[config.mk]
export PLATFORM = sky130hd
export DESIGN_NAME = jss_top
export DESIGN_NICKNAME = d
export VERILOG_FILES = /design/src/design/jss_top.v
export VERILOG_INCLUDE_DIRS = /design/src /design/src/design
export SDC_FILE = /design/constraint.sdc
export NUM_CORES = 2
export LEC_CHECK = 0
export BUFFER_PORTS_ARGS = -buffer_cell sky130_fd_sc_hd__buf_2
export CORE_MARGIN = 4
export CORE_UTILIZATION = 50
export CTS_CLUSTER_DIAMETER = 50
export DETAILED_ROUTE_END_ITERATION = 8
export PLACE_DENSITY = 0.71
export RECOVER_POWER = 50
export SKIP_CTS_REPAIR_TIMING = 1
export SYNTH_ARGS = -nofsm -noshare
export SYNTH_HDL_FRONTEND = slang
export SYNTH_SLANG_ARGS = --single-unit
[constraint.sdc]
create_clock -name mclk_in -period 24.6 [get_ports mclk_in]
set_clock_uncertainty 0.05 [all_clocks]
set_input_delay 6.15 -clock mclk_in [delete_from_list [all_inputs] [get_ports mclk_in]]
set_output_delay 6.15 -clock mclk_in [all_outputs]
set_load 0.005 [all_outputs]
[src/design/jss_defs.vh]
// How it works
// - Panel button fires selected recipe immediately
// - Firing indicator high while firing, low idle
// - Six recipe slots; idle, heater and serial settings shared
// - Burst mode gives exact drop count
// - Held mode fires while trigger held
// - Button in held mode gives counted burst
// - Open interval in 0.1 ms steps
// - Closed interval in 0.1 ms steps
// - Extra open time: every drop burst, first held
// - Idle extra added after idle threshold
// - Idle threshold counted in whole seconds
// - Heater off after idle minutes; zero disables
// - Resettable drop tally, confirmed clear only
// - Lifetime drop tally never cleared
// - Serial defaults 115200 8N1, other options
// - Manual valve open/close with position report
// - Comp timer start; stop clears and reports off
// - Pressure setpoint steps by 0.1 psi
// - Busy output while dispensing
// - Stop input aborts dispense sequence
`ifndef JSS_DEFS_VH
`define JSS_DEFS_VH
`define JSS_CLK_MHZ 125
`define JSS_TICK_US 100
`define JSS_TICK_CYC (`JSS_CLK_MHZ * `JSS_TICK_US)
`define JSS_TICKS_PER_S 10000
`define JSS_S_PER_MIN 60
`define JSS_SLOTS 6
`define JSS_A_MODE 4'h0
`define JSS_A_OPEN 4'h1
`define JSS_A_CLOSED 4'h2
`define JSS_A_DROPS 4'h3
`define JSS_A_PRESS 4'h4
`define JSS_A_EXTRA 4'h5
`define JSS_A_COMPCFG 4'h6
`define JSS_A_SEL 4'h7
`define JSS_A_IDLEX 4'h8
`define JSS_A_AFTER 4'h9
`define JSS_A_HTIMER 4'ha
`define JSS_A_SERIAL 4'hb
`define JSS_A_CTRL 4'hc
`define JSS_A_STATUS 4'hd
`define JSS_A_TALLY 4'he
`define JSS_A_LIFE 4'hf
`define JSS_SER_RESET 16'h0000
`define JSS_C_VALVE 0
`define JSS_C_VSET 1
`define JSS_C_CLRTALLY 2
`define JSS_C_CSTART 3
`define JSS_C_CSTOP 4
`define JSS_C_PUP 5
`define JSS_C_PDN 6
`endif

[src/design/jss_top.v]
`timescale 1ns/1ps
`include "jss_defs.vh"
module jss_top #(
    parameter TICK_CYC = `JSS_TICK_CYC,
    parameter TICKS_PER_S = `JSS_TICKS_PER_S
) (
    input wire mclk_in, // 125 MHz clock
    input wire rstn_in, // Async reset, active low
    input wire [5:0] recipe_lines_in, // Recipe trigger lines from controller
    input wire stop_in, // Abort request from controller
    input wire button_in, // Panel trigger button, high when pressed
    input wire [3:0] addr_in, // Register address
    input wire [15:0] wdata_in, // Register write data
    input wire wr_in, // Write strobe
    input wire rd_in, // Read strobe
    output reg [15:0] rdata_out, // Read data, cycle after strobe
    output reg valve_out, // Jet valve drive, high is open
    output reg firing_out, // Firing indicator
    output reg busy_out, // Busy toward controller
    output reg heater_en_out, // Heater enable
    output reg comp_on_out // Compensation timer running
);
    localparam ST_IDLE = 2'h0;
    localparam ST_OPEN = 2'h1;
    localparam ST_CLOSED = 2'h2;

    reg rst_m, rst_s;
    reg [5:0] lines_m, lines_s, lines_d;
    reg stop_m, stop_s, btn_m, btn_s, btn_d;
    reg [1:0] slot_mode;
    reg [15:0] slot_open [0:5];
    reg [15:0] slot_closed [0:5];
    reg [15:0] slot_drops [0:5];
    reg [15:0] slot_press [0:5];
    reg [15:0] slot_extra [0:5];
    reg [15:0] slot_comp [0:5];
    reg [5:0] slot_lvl;
    reg [2:0] sel;
    reg [15:0] idle_extra, after_s, htimer_min, serial_cfg;
    reg man_valve;
    reg [31:0] tally, life;
    reg [31:0] comp_s;
    reg [1:0] state;
    reg [15:0] tick_cnt;
    reg [15:0] ivl;
    reg [15:0] left;
    reg held, first, idle_hit, running;
    reg [15:0] sub_s;
    reg [31:0] idle_s;
    reg [15:0] comp_sub;
    // Idle seconds are timed from the last drop, not from the free-running second
    reg [15:0] idle_sub;
    // Slot latched at trigger so every drop of one run uses one recipe
    reg [2:0] run_slot;
    wire rst_n = rst_s;
    wire tick = (tick_cnt == TICK_CYC - 1);
    wire sec_tick = tick && (sub_s == TICKS_PER_S - 1);
    wire idle_sec = tick && (idle_sub == TICKS_PER_S - 1);
    wire [2:0] line_idx;
    wire line_rise;
    wire btn_rise = btn_s & ~btn_d;
    wire drop_done;
    integer i;

    // Lowest numbered line wins when several rise together
    function [2:0] jss_first;
        input [5:0] v;
        integer k;
        begin
            jss_first = 3'h0;
            for (k = 5; k >= 0; k = k - 1)
                if (v[k])
                    jss_first = k[2:0];
        end
    endfunction
    assign line_idx = jss_first(lines_s & ~lines_d);
    assign line_rise = |(lines_s & ~lines_d);
    assign drop_done = (state == ST_CLOSED) && tick && (ivl <= 16'h0001);

    // Reset release through two flops
    always @(posedge mclk_in or negedge rstn_in)
    begin
        if (!rstn_in)
        begin
            rst_m <= 1'b0;
            rst_s <= 1'b0;
        end
        else
        begin
            rst_m <= 1'b1;
            rst_s <= rst_m;
        end
    end

    // Pin synchronisers, then edge history from the second stage only
    always @(posedge mclk_in or negedge rst_n)
    begin
        if (!rst_n)
        begin
            lines_m <= 6'h00;
            lines_s <= 6'h00;
            lines_d <= 6'h00;
            stop_m <= 1'b0;
            stop_s <= 1'b0;
            btn_m <= 1'b0;
            btn_s <= 1'b0;
            btn_d <= 1'b0;
        end
        else
        begin
            lines_m <= recipe_lines_in;
            lines_s <= lines_m;
            lines_d <= lines_s;
            stop_m <= stop_in;
            stop_s <= stop_m;
            btn_m <= button_in;
            btn_s <= btn_m;
            btn_d <= btn_s;
        end
    end

    // 0.1 ms tick and one-second tick
    always @(posedge mclk_in or negedge rst_n)
    begin
        if (!rst_n)
        begin
            tick_cnt <= 16'h0000;
            sub_s <= 16'h0000;
        end
        else
        begin
            tick_cnt <= tick ? 16'h0000 : tick_cnt + 16'h0001;
            if (tick)
                sub_s <= (sub_s == TICKS_PER_S - 1) ? 16'h0000 : sub_s + 16'h0001;
        end
    end

    // Register writes; recipe fields go to the selected slot
    always @(posedge mclk_in or negedge rst_n)
    begin
        if (!rst_n)
        begin
            for (i = 0; i < `JSS_SLOTS; i = i + 1)
            begin
                slot_open[i] <= 16'h000a;
                slot_closed[i] <= 16'h000a;
                slot_drops[i] <= 16'h0001;
                slot_press[i] <= 16'h00c8;
                slot_extra[i] <= 16'h0000;
                slot_comp[i] <= 16'h0000;
            end
            slot_lvl <= 6'h00;
            sel <= 3'h0;
            idle_extra <= 16'h0000;
            after_s <= 16'h0000;
            htimer_min <= 16'h0000;
            serial_cfg <= `JSS_SER_RESET;
            man_valve <= 1'b0;
        end
        else if (wr_in)
        begin
            case (addr_in)
                `JSS_A_MODE: slot_lvl[sel] <= wdata_in[0];
                `JSS_A_OPEN: slot_open[sel] <= wdata_in;
                `JSS_A_CLOSED: slot_closed[sel] <= wdata_in;
                `JSS_A_DROPS: slot_drops[sel] <= wdata_in;
                `JSS_A_PRESS: slot_press[sel] <= wdata_in;
                `JSS_A_EXTRA: slot_extra[sel] <= wdata_in;
                `JSS_A_COMPCFG: slot_comp[sel] <= wdata_in;
                `JSS_A_SEL: sel <= (wdata_in[2:0] < 3'h6) ? wdata_in[2:0] : sel;
                `JSS_A_IDLEX: idle_extra <= wdata_in;
                `JSS_A_AFTER: after_s <= wdata_in;
                `JSS_A_HTIMER: htimer_min <= wdata_in;
                // Baud code in bits 2:0, parity in 4:3, bit 5 high selects 7 data bits
                // Out-of-range codes fall back to the default rather than a dead setting
                `JSS_A_SERIAL: serial_cfg <= {10'h000, wdata_in[5], wdata_in[4:3] == 2'h3 ? 2'h0 : wdata_in[4:3],
                    (wdata_in[2:0] > 3'h4) ? 3'h0 : wdata_in[2:0]};
                `JSS_A_CTRL:
                begin
                    if (wdata_in[`JSS_C_VSET])
                        man_valve <= wdata_in[`JSS_C_VALVE];
                    if (wdata_in[`JSS_C_PUP])
                        slot_press[sel] <= slot_press[sel] + 16'h0001;
                    else if (wdata_in[`JSS_C_PDN] && slot_press[sel] != 16'h0000)
                        slot_press[sel] <= slot_press[sel] - 16'h0001;
                end
                default: sel <= sel;
            endcase
        end
    end

    // Firing sequencer: open interval then closed interval per drop
    always @(posedge mclk_in or negedge rst_n)
    begin
        if (!rst_n)
        begin
            state <= ST_IDLE;
            ivl <= 16'h0000;
            left <= 16'h0000;
            held <= 1'b0;
            first <= 1'b0;
            running <= 1'b0;
            run_slot <= 3'h0;
        end
        // Stop wins over any trigger arriving in the same cycle
        else if (stop_s)
        begin
            state <= ST_IDLE;
            running <= 1'b0;
        end
        else
        begin
            case (state)
                ST_IDLE:
                    if (btn_rise || line_rise)
                    begin
                        // Button always counts; held mode only from the lines
                        held <= line_rise && !btn_rise && slot_lvl[line_rise ? line_idx : sel];
                        first <= 1'b1;
                        run_slot <= (line_rise && !btn_rise) ? line_idx : sel;
                        left <= slot_drops[line_rise && !btn_rise ? line_idx : sel];
                        ivl <= slot_open[line_rise && !btn_rise ? line_idx : sel]
                            + slot_extra[line_rise && !btn_rise ? line_idx : sel]
                            + (idle_hit ? idle_extra : 16'h0000);
                        running <= 1'b1;
                        state <= ST_OPEN;
                    end
                ST_OPEN:
                    if (tick)
                    begin
                        if (ivl <= 16'h0001)
                        begin
                            ivl <= slot_closed[run_slot];
                            state <= ST_CLOSED;
                        end
                        else
                            ivl <= ivl - 16'h0001;
                    end
                ST_CLOSED:
                    if (tick)
                    begin
                        if (ivl > 16'h0001)
                            ivl <= ivl - 16'h0001;
                        else if (held ? !(|lines_s) : (left <= 16'h0001))
                        begin
                            state <= ST_IDLE;
                            running <= 1'b0;
                        end
                        else
                        begin
                            first <= 1'b0;
                            left <= left - 16'h0001;
                            ivl <= slot_open[run_slot] + (held ? 16'h0000 : slot_extra[run_slot]);
                            state <= ST_OPEN;
                        end
                    end
                default: state <= ST_IDLE;
            endcase
        end
    end

    // Held-mode flag of the last run, copied for the status read
    always @(posedge mclk_in or negedge rst_n)
    begin
        if (!rst_n)
            slot_mode <= 2'h0;
        else
            slot_mode <= {1'b0, held};
    end

    // Idle timing, tallies and compensation timer
    always @(posedge mclk_in or negedge rst_n)
    begin
        if (!rst_n)
        begin
            idle_s <= 32'h00000000;
            idle_sub <= 16'h0000;
            idle_hit <= 1'b0;
            tally <= 32'h00000000;
            life <= 32'h00000000;
            comp_s <= 32'h00000000;
            comp_sub <= 16'h0000;
            comp_on_out <= 1'b0;
            heater_en_out <= 1'b1;
        end
        else
        begin
            if (drop_done)
            begin
                idle_s <= 32'h00000000;
                idle_sub <= 16'h0000;
                idle_hit <= 1'b0;
                heater_en_out <= 1'b1;
            end
            else if (!running && tick)
            begin
                // Own sub-counter, so a short idle never counts as a whole second
                idle_sub <= (idle_sub == TICKS_PER_S - 1) ? 16'h0000 : idle_sub + 16'h0001;
                if (idle_sec)
                begin
                    idle_s <= idle_s + 32'h00000001;
                    if (idle_s + 32'h00000001 >= {16'h0000, after_s})
                        idle_hit <= 1'b1;
                    if (htimer_min != 16'h0000 &&
                        idle_s + 32'h00000001 >= htimer_min * `JSS_S_PER_MIN)
                        heater_en_out <= 1'b0;
                end
            end
            if (wr_in && addr_in == `JSS_A_CTRL && wdata_in[`JSS_C_CLRTALLY])
                tally <= drop_done ? 32'h00000001 : 32'h00000000;
            else if (drop_done)
                tally <= tally + 32'h00000001;
            if (drop_done)
                life <= life + 32'h00000001;
            if (wr_in && addr_in == `JSS_A_CTRL && wdata_in[`JSS_C_CSTOP])
            begin
                comp_on_out <= 1'b0;
                comp_s <= 32'h00000000;
                comp_sub <= 16'h0000;
            end
            else if (wr_in && addr_in == `JSS_A_CTRL && wdata_in[`JSS_C_CSTART])
                comp_on_out <= 1'b1;
            else if (comp_on_out && sec_tick)
                comp_s <= comp_s + 32'h00000001;
        end
    end

    // Valve, indicator and busy outputs
    always @(posedge mclk_in or negedge rst_n)
    begin
        if (!rst_n)
        begin
            valve_out <= 1'b0;
            firing_out <= 1'b0;
            busy_out <= 1'b0;
        end
        else
        begin
            valve_out <= running ? (state == ST_OPEN) : man_valve;
            firing_out <= running;
            busy_out <= running;
        end
    end

    // Read port, data valid the cycle after the strobe
    always @(posedge mclk_in or negedge rst_n)
    begin
        if (!rst_n)
            rdata_out <= 16'h0000;
        else if (rd_in)
        begin
            case (addr_in)
                `JSS_A_MODE: rdata_out <= {15'h0000, slot_lvl[sel]};
                `JSS_A_OPEN: rdata_out <= slot_open[sel];
                `JSS_A_CLOSED: rdata_out <= slot_closed[sel];
                `JSS_A_DROPS: rdata_out <= slot_drops[sel];
                `JSS_A_PRESS: rdata_out <= slot_press[sel];
                `JSS_A_EXTRA: rdata_out <= slot_extra[sel];
                `JSS_A_COMPCFG: rdata_out <= slot_comp[sel];
                `JSS_A_SEL: rdata_out <= {13'h0000, sel};
                `JSS_A_IDLEX: rdata_out <= idle_extra;
                `JSS_A_AFTER: rdata_out <= after_s;
                `JSS_A_HTIMER: rdata_out <= htimer_min;
                `JSS_A_SERIAL: rdata_out <= serial_cfg;
                `JSS_A_CTRL: rdata_out <= {15'h0000, man_valve};
                `JSS_A_STATUS: rdata_out <= {comp_s[10:0], heater_en_out, comp_on_out, valve_out, slot_mode[0], running};
                `JSS_A_TALLY: rdata_out <= tally[15:0];
                default: rdata_out <= life[15:0];
            endcase
        end
    end
endmodule // jss_top

After elaboration in Yosys (flattened, before gate mapping)
Cells that the tools add are included.
{"block": "word_totals", "ff_bits": 902, "in_bits": 32, "out_inout_bits": 21, "wordCells": 324}
{"block": "classes", "n_addsub": 14, "n_mul": 1, "order_cmp": 14, "n_eq_ne": 34, "n_mux": 121, "bitwise": 8, "n_reduce_logical": 59}
{"cell": "$bwmux W96", "count": 8}
{"cell": "$mux W16", "count": 42}
{"cell": "$bmux W16 S3", "count": 12}
{"cell": "$mux W32", "count": 8}
{"cell": "$pmux W16 S15", "count": 1}
{"cell": "$mux W96", "count": 2}
{"cell": "$pmux W96 S2", "count": 1}
{"cell": "$add A32 B1 Y32 const B", "count": 4}
{"cell": "$add A16 B1 Y16 const B", "count": 4}
{"cell": "$add A16 B16 Y16", "count": 3}
{"cell": "$demux W16 S3", "count": 1}
{"cell": "$eq A16 B14 Y1 const B", "count": 3}
{"cell": "$pmux W16 S3", "count": 1}
{"cell": "$sub A16 B1 Y16 const B", "count": 3}
{"cell": "$ge A32 B16 Y1", "count": 1}
{"cell": "$ge A32 B22 Y1", "count": 1}
{"cell": "$le A16 B1 Y1 const B", "count": 2}
{"cell": "$pmux W16 S2", "count": 1}
{"cell": "$reduce_bool A16 Y1", "count": 2}
{"cell": "$eq A4 B4 Y1 const B", "count": 7}
{"cell": "$mux W3", "count": 9}
{"cell": "$reduce_and A2 Y1", "count": 12}
{"cell": "$mux W1", "count": 22}
{"cell": "$ne A3 B3 Y1 const B", "count": 7}
{"cell": "37 further kinds", "count": 94}

Logic depth before layout (Yosys ltp)
{"block": "logic_depth", "word_depth": 17, "ltp_mapped": 26, "depth_no_buf": 22}

Worst setup path before layout
No wires, ideal clock.
{"block": "synth_timing", "kind": "input to register", "startpoint": "in addr_in[3]", "endpoint": "reg idle_extra[10]", "setup_time_ns": 0.125, "arrival_ns": 8.075, "required_ns": 24.425, "slack_ns": 16.350, "path_stages": 7, "n_path_buf": 3, "path_cell_list": "clkbuf_1 > nand2b_1 > nor3_1 > clkbuf_1 > nand2_1 > clkbuf_1 > mux2_2"}
{"block": "synth_via", "elab_chain_cells": 2}
{"element": "start, declared", "line": "jss_top.v:12", "text": "input wire [3:0] addr_in,"}
{"element": "$eq A4 B4 Y1", "line": "jss_top.v:162", "text": "case (addr_in)"}
{"element": "$reduce_and A2 Y1 (no source line)"}
{"element": "end signal, assigned", "line": "jss_top.v:171", "text": "`JSS_A_IDLEX: idle_extra <= wdata_in;"}
{"element": "end, declared", "line": "jss_top.v:39", "text": "reg [15:0] idle_extra, after_s, htimer_min, serial_cfg;"}
Every way passes these cells.
A chain may end at the register's enable or synchronous reset.

==> flow_metrics.env <==
export IMPL_core_mm2=0.0967
export IMPL_critPathMostFrequentCell="clkbuf_1"
export IMPL_crit_chain="clkbuf_1 -> clkbuf_1 -> clkbuf_1"
export IMPL_cts_buffer_depth=3
export IMPL_seqCellArea_mm2=0.0213
export IMPL_drc_errors=0
export IMPL_stdcell_area_mm2=0.0539
export IMPL_cp_max_fo=66
export IMPL_ys_async_sr_fraction=1.00
export IMPL_ios=53
export IMPL_vias=39486
export IMPL_synth_top_area_frac=0.410
export IMPL_htreeDepth=3
export IMPL_synth_flop_cell="dfrtp_1"
export IMPL_path_clk_slew_ps=60
export IMPL_hold_viol_final=0
export IMPL_totalPowerFinal_w=0.00545
export IMPL_synth_cells=4676
export IMPL_ys_seq_elements=849
export IMPL_syn_area_per_cell_um2=10.4
export IMPL_max_freq_mhz=91.8
export IMPL_antenna_found_initial=13
export IMPL_setup_tns_ps=0
export IMPL_dieHeight_um=320
export IMPL_cts_tree="yes"
export IMPL_postLayoutCoreUtil=0.557
export IMPL_grt_pass1_wl_um=246000
export IMPL_cp_start_kind="register"
export IMPL_yosysSeqAreaShare=0.436
export IMPL_slew_violations=778
export IMPL_period_minus_slack_ps=10890
export IMPL_crit_reg2reg_launch="rst_n$_DFF_PN0_"
export IMPL_gp_congestion=0.996
export IMPL_grt_pass1_vias=38581
export IMPL_leakage_nw=24.1
export IMPL_wl_per_cell_um=27.3
export IMPL_max_stage_delay_ps=2710
export IMPL_rows=114
export IMPL_grt_usage=0.313
export IMPL_syn_to_final_growth_pct=10.4
export IMPL_max_slew_margin_rel=-1.91
export IMPL_crit_required_ps=24270
export IMPL_rsz0062_at_grt="false"
export IMPL_fin_crit_sh=0.443
export IMPL_clk_latency_ps=710
export IMPL_die_area_mm2=0.103
export IMPL_synth_area_leaders="dfrtp_1, mux2_2, a22oi_1"
export IMPL_hold_ws_ps=296
export IMPL_arrival_ps=10560
export IMPL_root_buffer="clkbuf_16"
export IMPL_layout_nets=4795
export IMPL_dp_final_hpwl_um=106000
export IMPL_drtAntennaViolNets=0
export IMPL_initial_core_util=0.505
export IMPL_min_delay_start="lines_m[2]$_DFF_PN0_"
export IMPL_placed_area_mm2=0.0502
export IMPL_vias_per_cell=6.61
export IMPL_drt_pre_antenna_iters=9
export IMPL_yosysMostFrequentCell="dfrtp_1"
export IMPL_multi_input_area_mm2=0.0258
export IMPL_grt_ovfl_total=0
export IMPL_endpoint_kind="async pin"
export IMPL_ys_types=88
export IMPL_fillers=8240
export IMPL_synth_common_cells="dfrtp_1, mux2_2, nand2_1"
export IMPL_port_buffers=52
export IMPL_violations="capacitance limit, slew limit"
export IMPL_crit_start="rst_n$_DFF_PN0_"
export IMPL_synth_nets=4869
export IMPL_cts_made_buffers=106
export IMPL_worst_slew_pin_slew_ps=4370
export IMPL_setup_violations=0
export IMPL_synth_area_mm2=0.0488
export IMPL_yosys_warnings=0
export IMPL_max_vdd_ir_drop_uv=65.0
export IMPL_layout_drive_gt1_share=0.238
export IMPL_die_w_um=320
export IMPL_maxCapViolations=14
export IMPL_critical_path_class="reg -> async"
export IMPL_yosys_area_top_type="dfrtp_1"
export IMPL_grt_max_degree=170
export IMPL_critical_path_slowest_cell="clkbuf_1"
export IMPL_status="complete, but fails checks"
export IMPL_hold_class="reg -> reg"
export IMPL_drt_total_wl_um=163000
export IMPL_powerDensity_mw_per_mm2=101
export IMPL_synth_edf_count=0
export IMPL_drtIter0Drc=4891
export IMPL_clock_sinks=849
path summary, 6_finish.rpt:
path,endpoint,slack [ps],cells past startpoint
worst max register to register,run_slot[1]$_DFFE_PN0P_,13710,3
min in group asynchronous,idle_s[12]$_DFFE_PN0P_,900,0
worst min-delay path,lines_s[2]$_DFF_PN0_,300,0
worst min register to register,lines_s[2]$_DFF_PN0_,300,0
max in group mclk_in,ivl[15]$_DFFE_PN0P_,15510,19
worst max-delay path,run_slot[1]$_DFFE_PN0P_,13710,3
cells in the final DEF, fill, tap and decap left out, types with 106 or more instances in the layout:
cell | Yosys | layout
a22oi_1 | 249 | 248
mux2i_1 | 126 | 126
clkbuf_16 | 0 | 106
dfrtp_1 | 800 | 795
nand2_1 | 440 | 440
mux2_2 | 626 | 626
o21ai_0 | 225 | 225
nor2_1 | 282 | 277
ha_1 | 115 | 115
a21oi_1 | 177 | 177
nand3_1 | 246 | 246
inv_1 | 119 | 118
registers in the layout (all words and copies together) (netlist names), 16 cells and up:
register and cells:
after_s 16, htimer_min 16, idle_extra 16, idle_s 32
idle_sub 16, ivl 16, left 16, life 16
rdata_out 16, slot_closed 96, slot_comp 96, slot_drops 96
slot_extra 96, slot_open 96, slot_press 96, sub_s 16
tally 16, tick_cnt 16
layer usage:
layer	share of wire	track usage
met3	0.11	0.0857
met2	0.43	0.460
met4	0.067	0.186
met5	0.00017	0.00185
met1	0.39	0.415
cell type report:
type,count,area share
inverter,121,0.00843
sequential,849,0.396
clock buffer,134,0.0536
antenna,4,0.000186
tap,1276,0.0296
multi-input combinational,3381,0.480
clock inverter,68,0.0155
timing repair buffer,143,0.0172
per-stage QoR:
step / worst slack (ps) / instances
after floorplan: 10810 / 4676
after global placement: 15460 / 5770
after detailed placement: 15460 / 5770
after CTS: 16180 / 5972
after global routing: 11450 / 5973
final: 13710 / 5976
report_power, final:
| group | total (W) | internal, W | switching (W) |
|---|---|---|---|
| Clock | 0.00164 | 0.000974 | 0.000669 |
| Sequential | 0.00190 | 0.00166 | 0.000244 |
| Combinational | 0.00190 | 0.000766 | 0.00114 |
| Total | 0.00545 | 0.00340 | 0.00205 |
critical path, delay by kind of cell, from the launching register on:
kind / cells / cell delay [ps]
DFF: 1 / 1860
buffers and inverters: 3 / 7890
kinds of logic after synthesis:
family                     share of synthesized area
xor gates and xnor gates                      0.0310
buffers and inverters                         0.0365
AOI/OAI and AO/OA                              0.122
muxes                                          0.201
other                                      0.0000768
and+or+nand+nor                                0.125
DFF                                            0.436
adders and majority gates                     0.0483
Power figures use the tool's default switching activity.
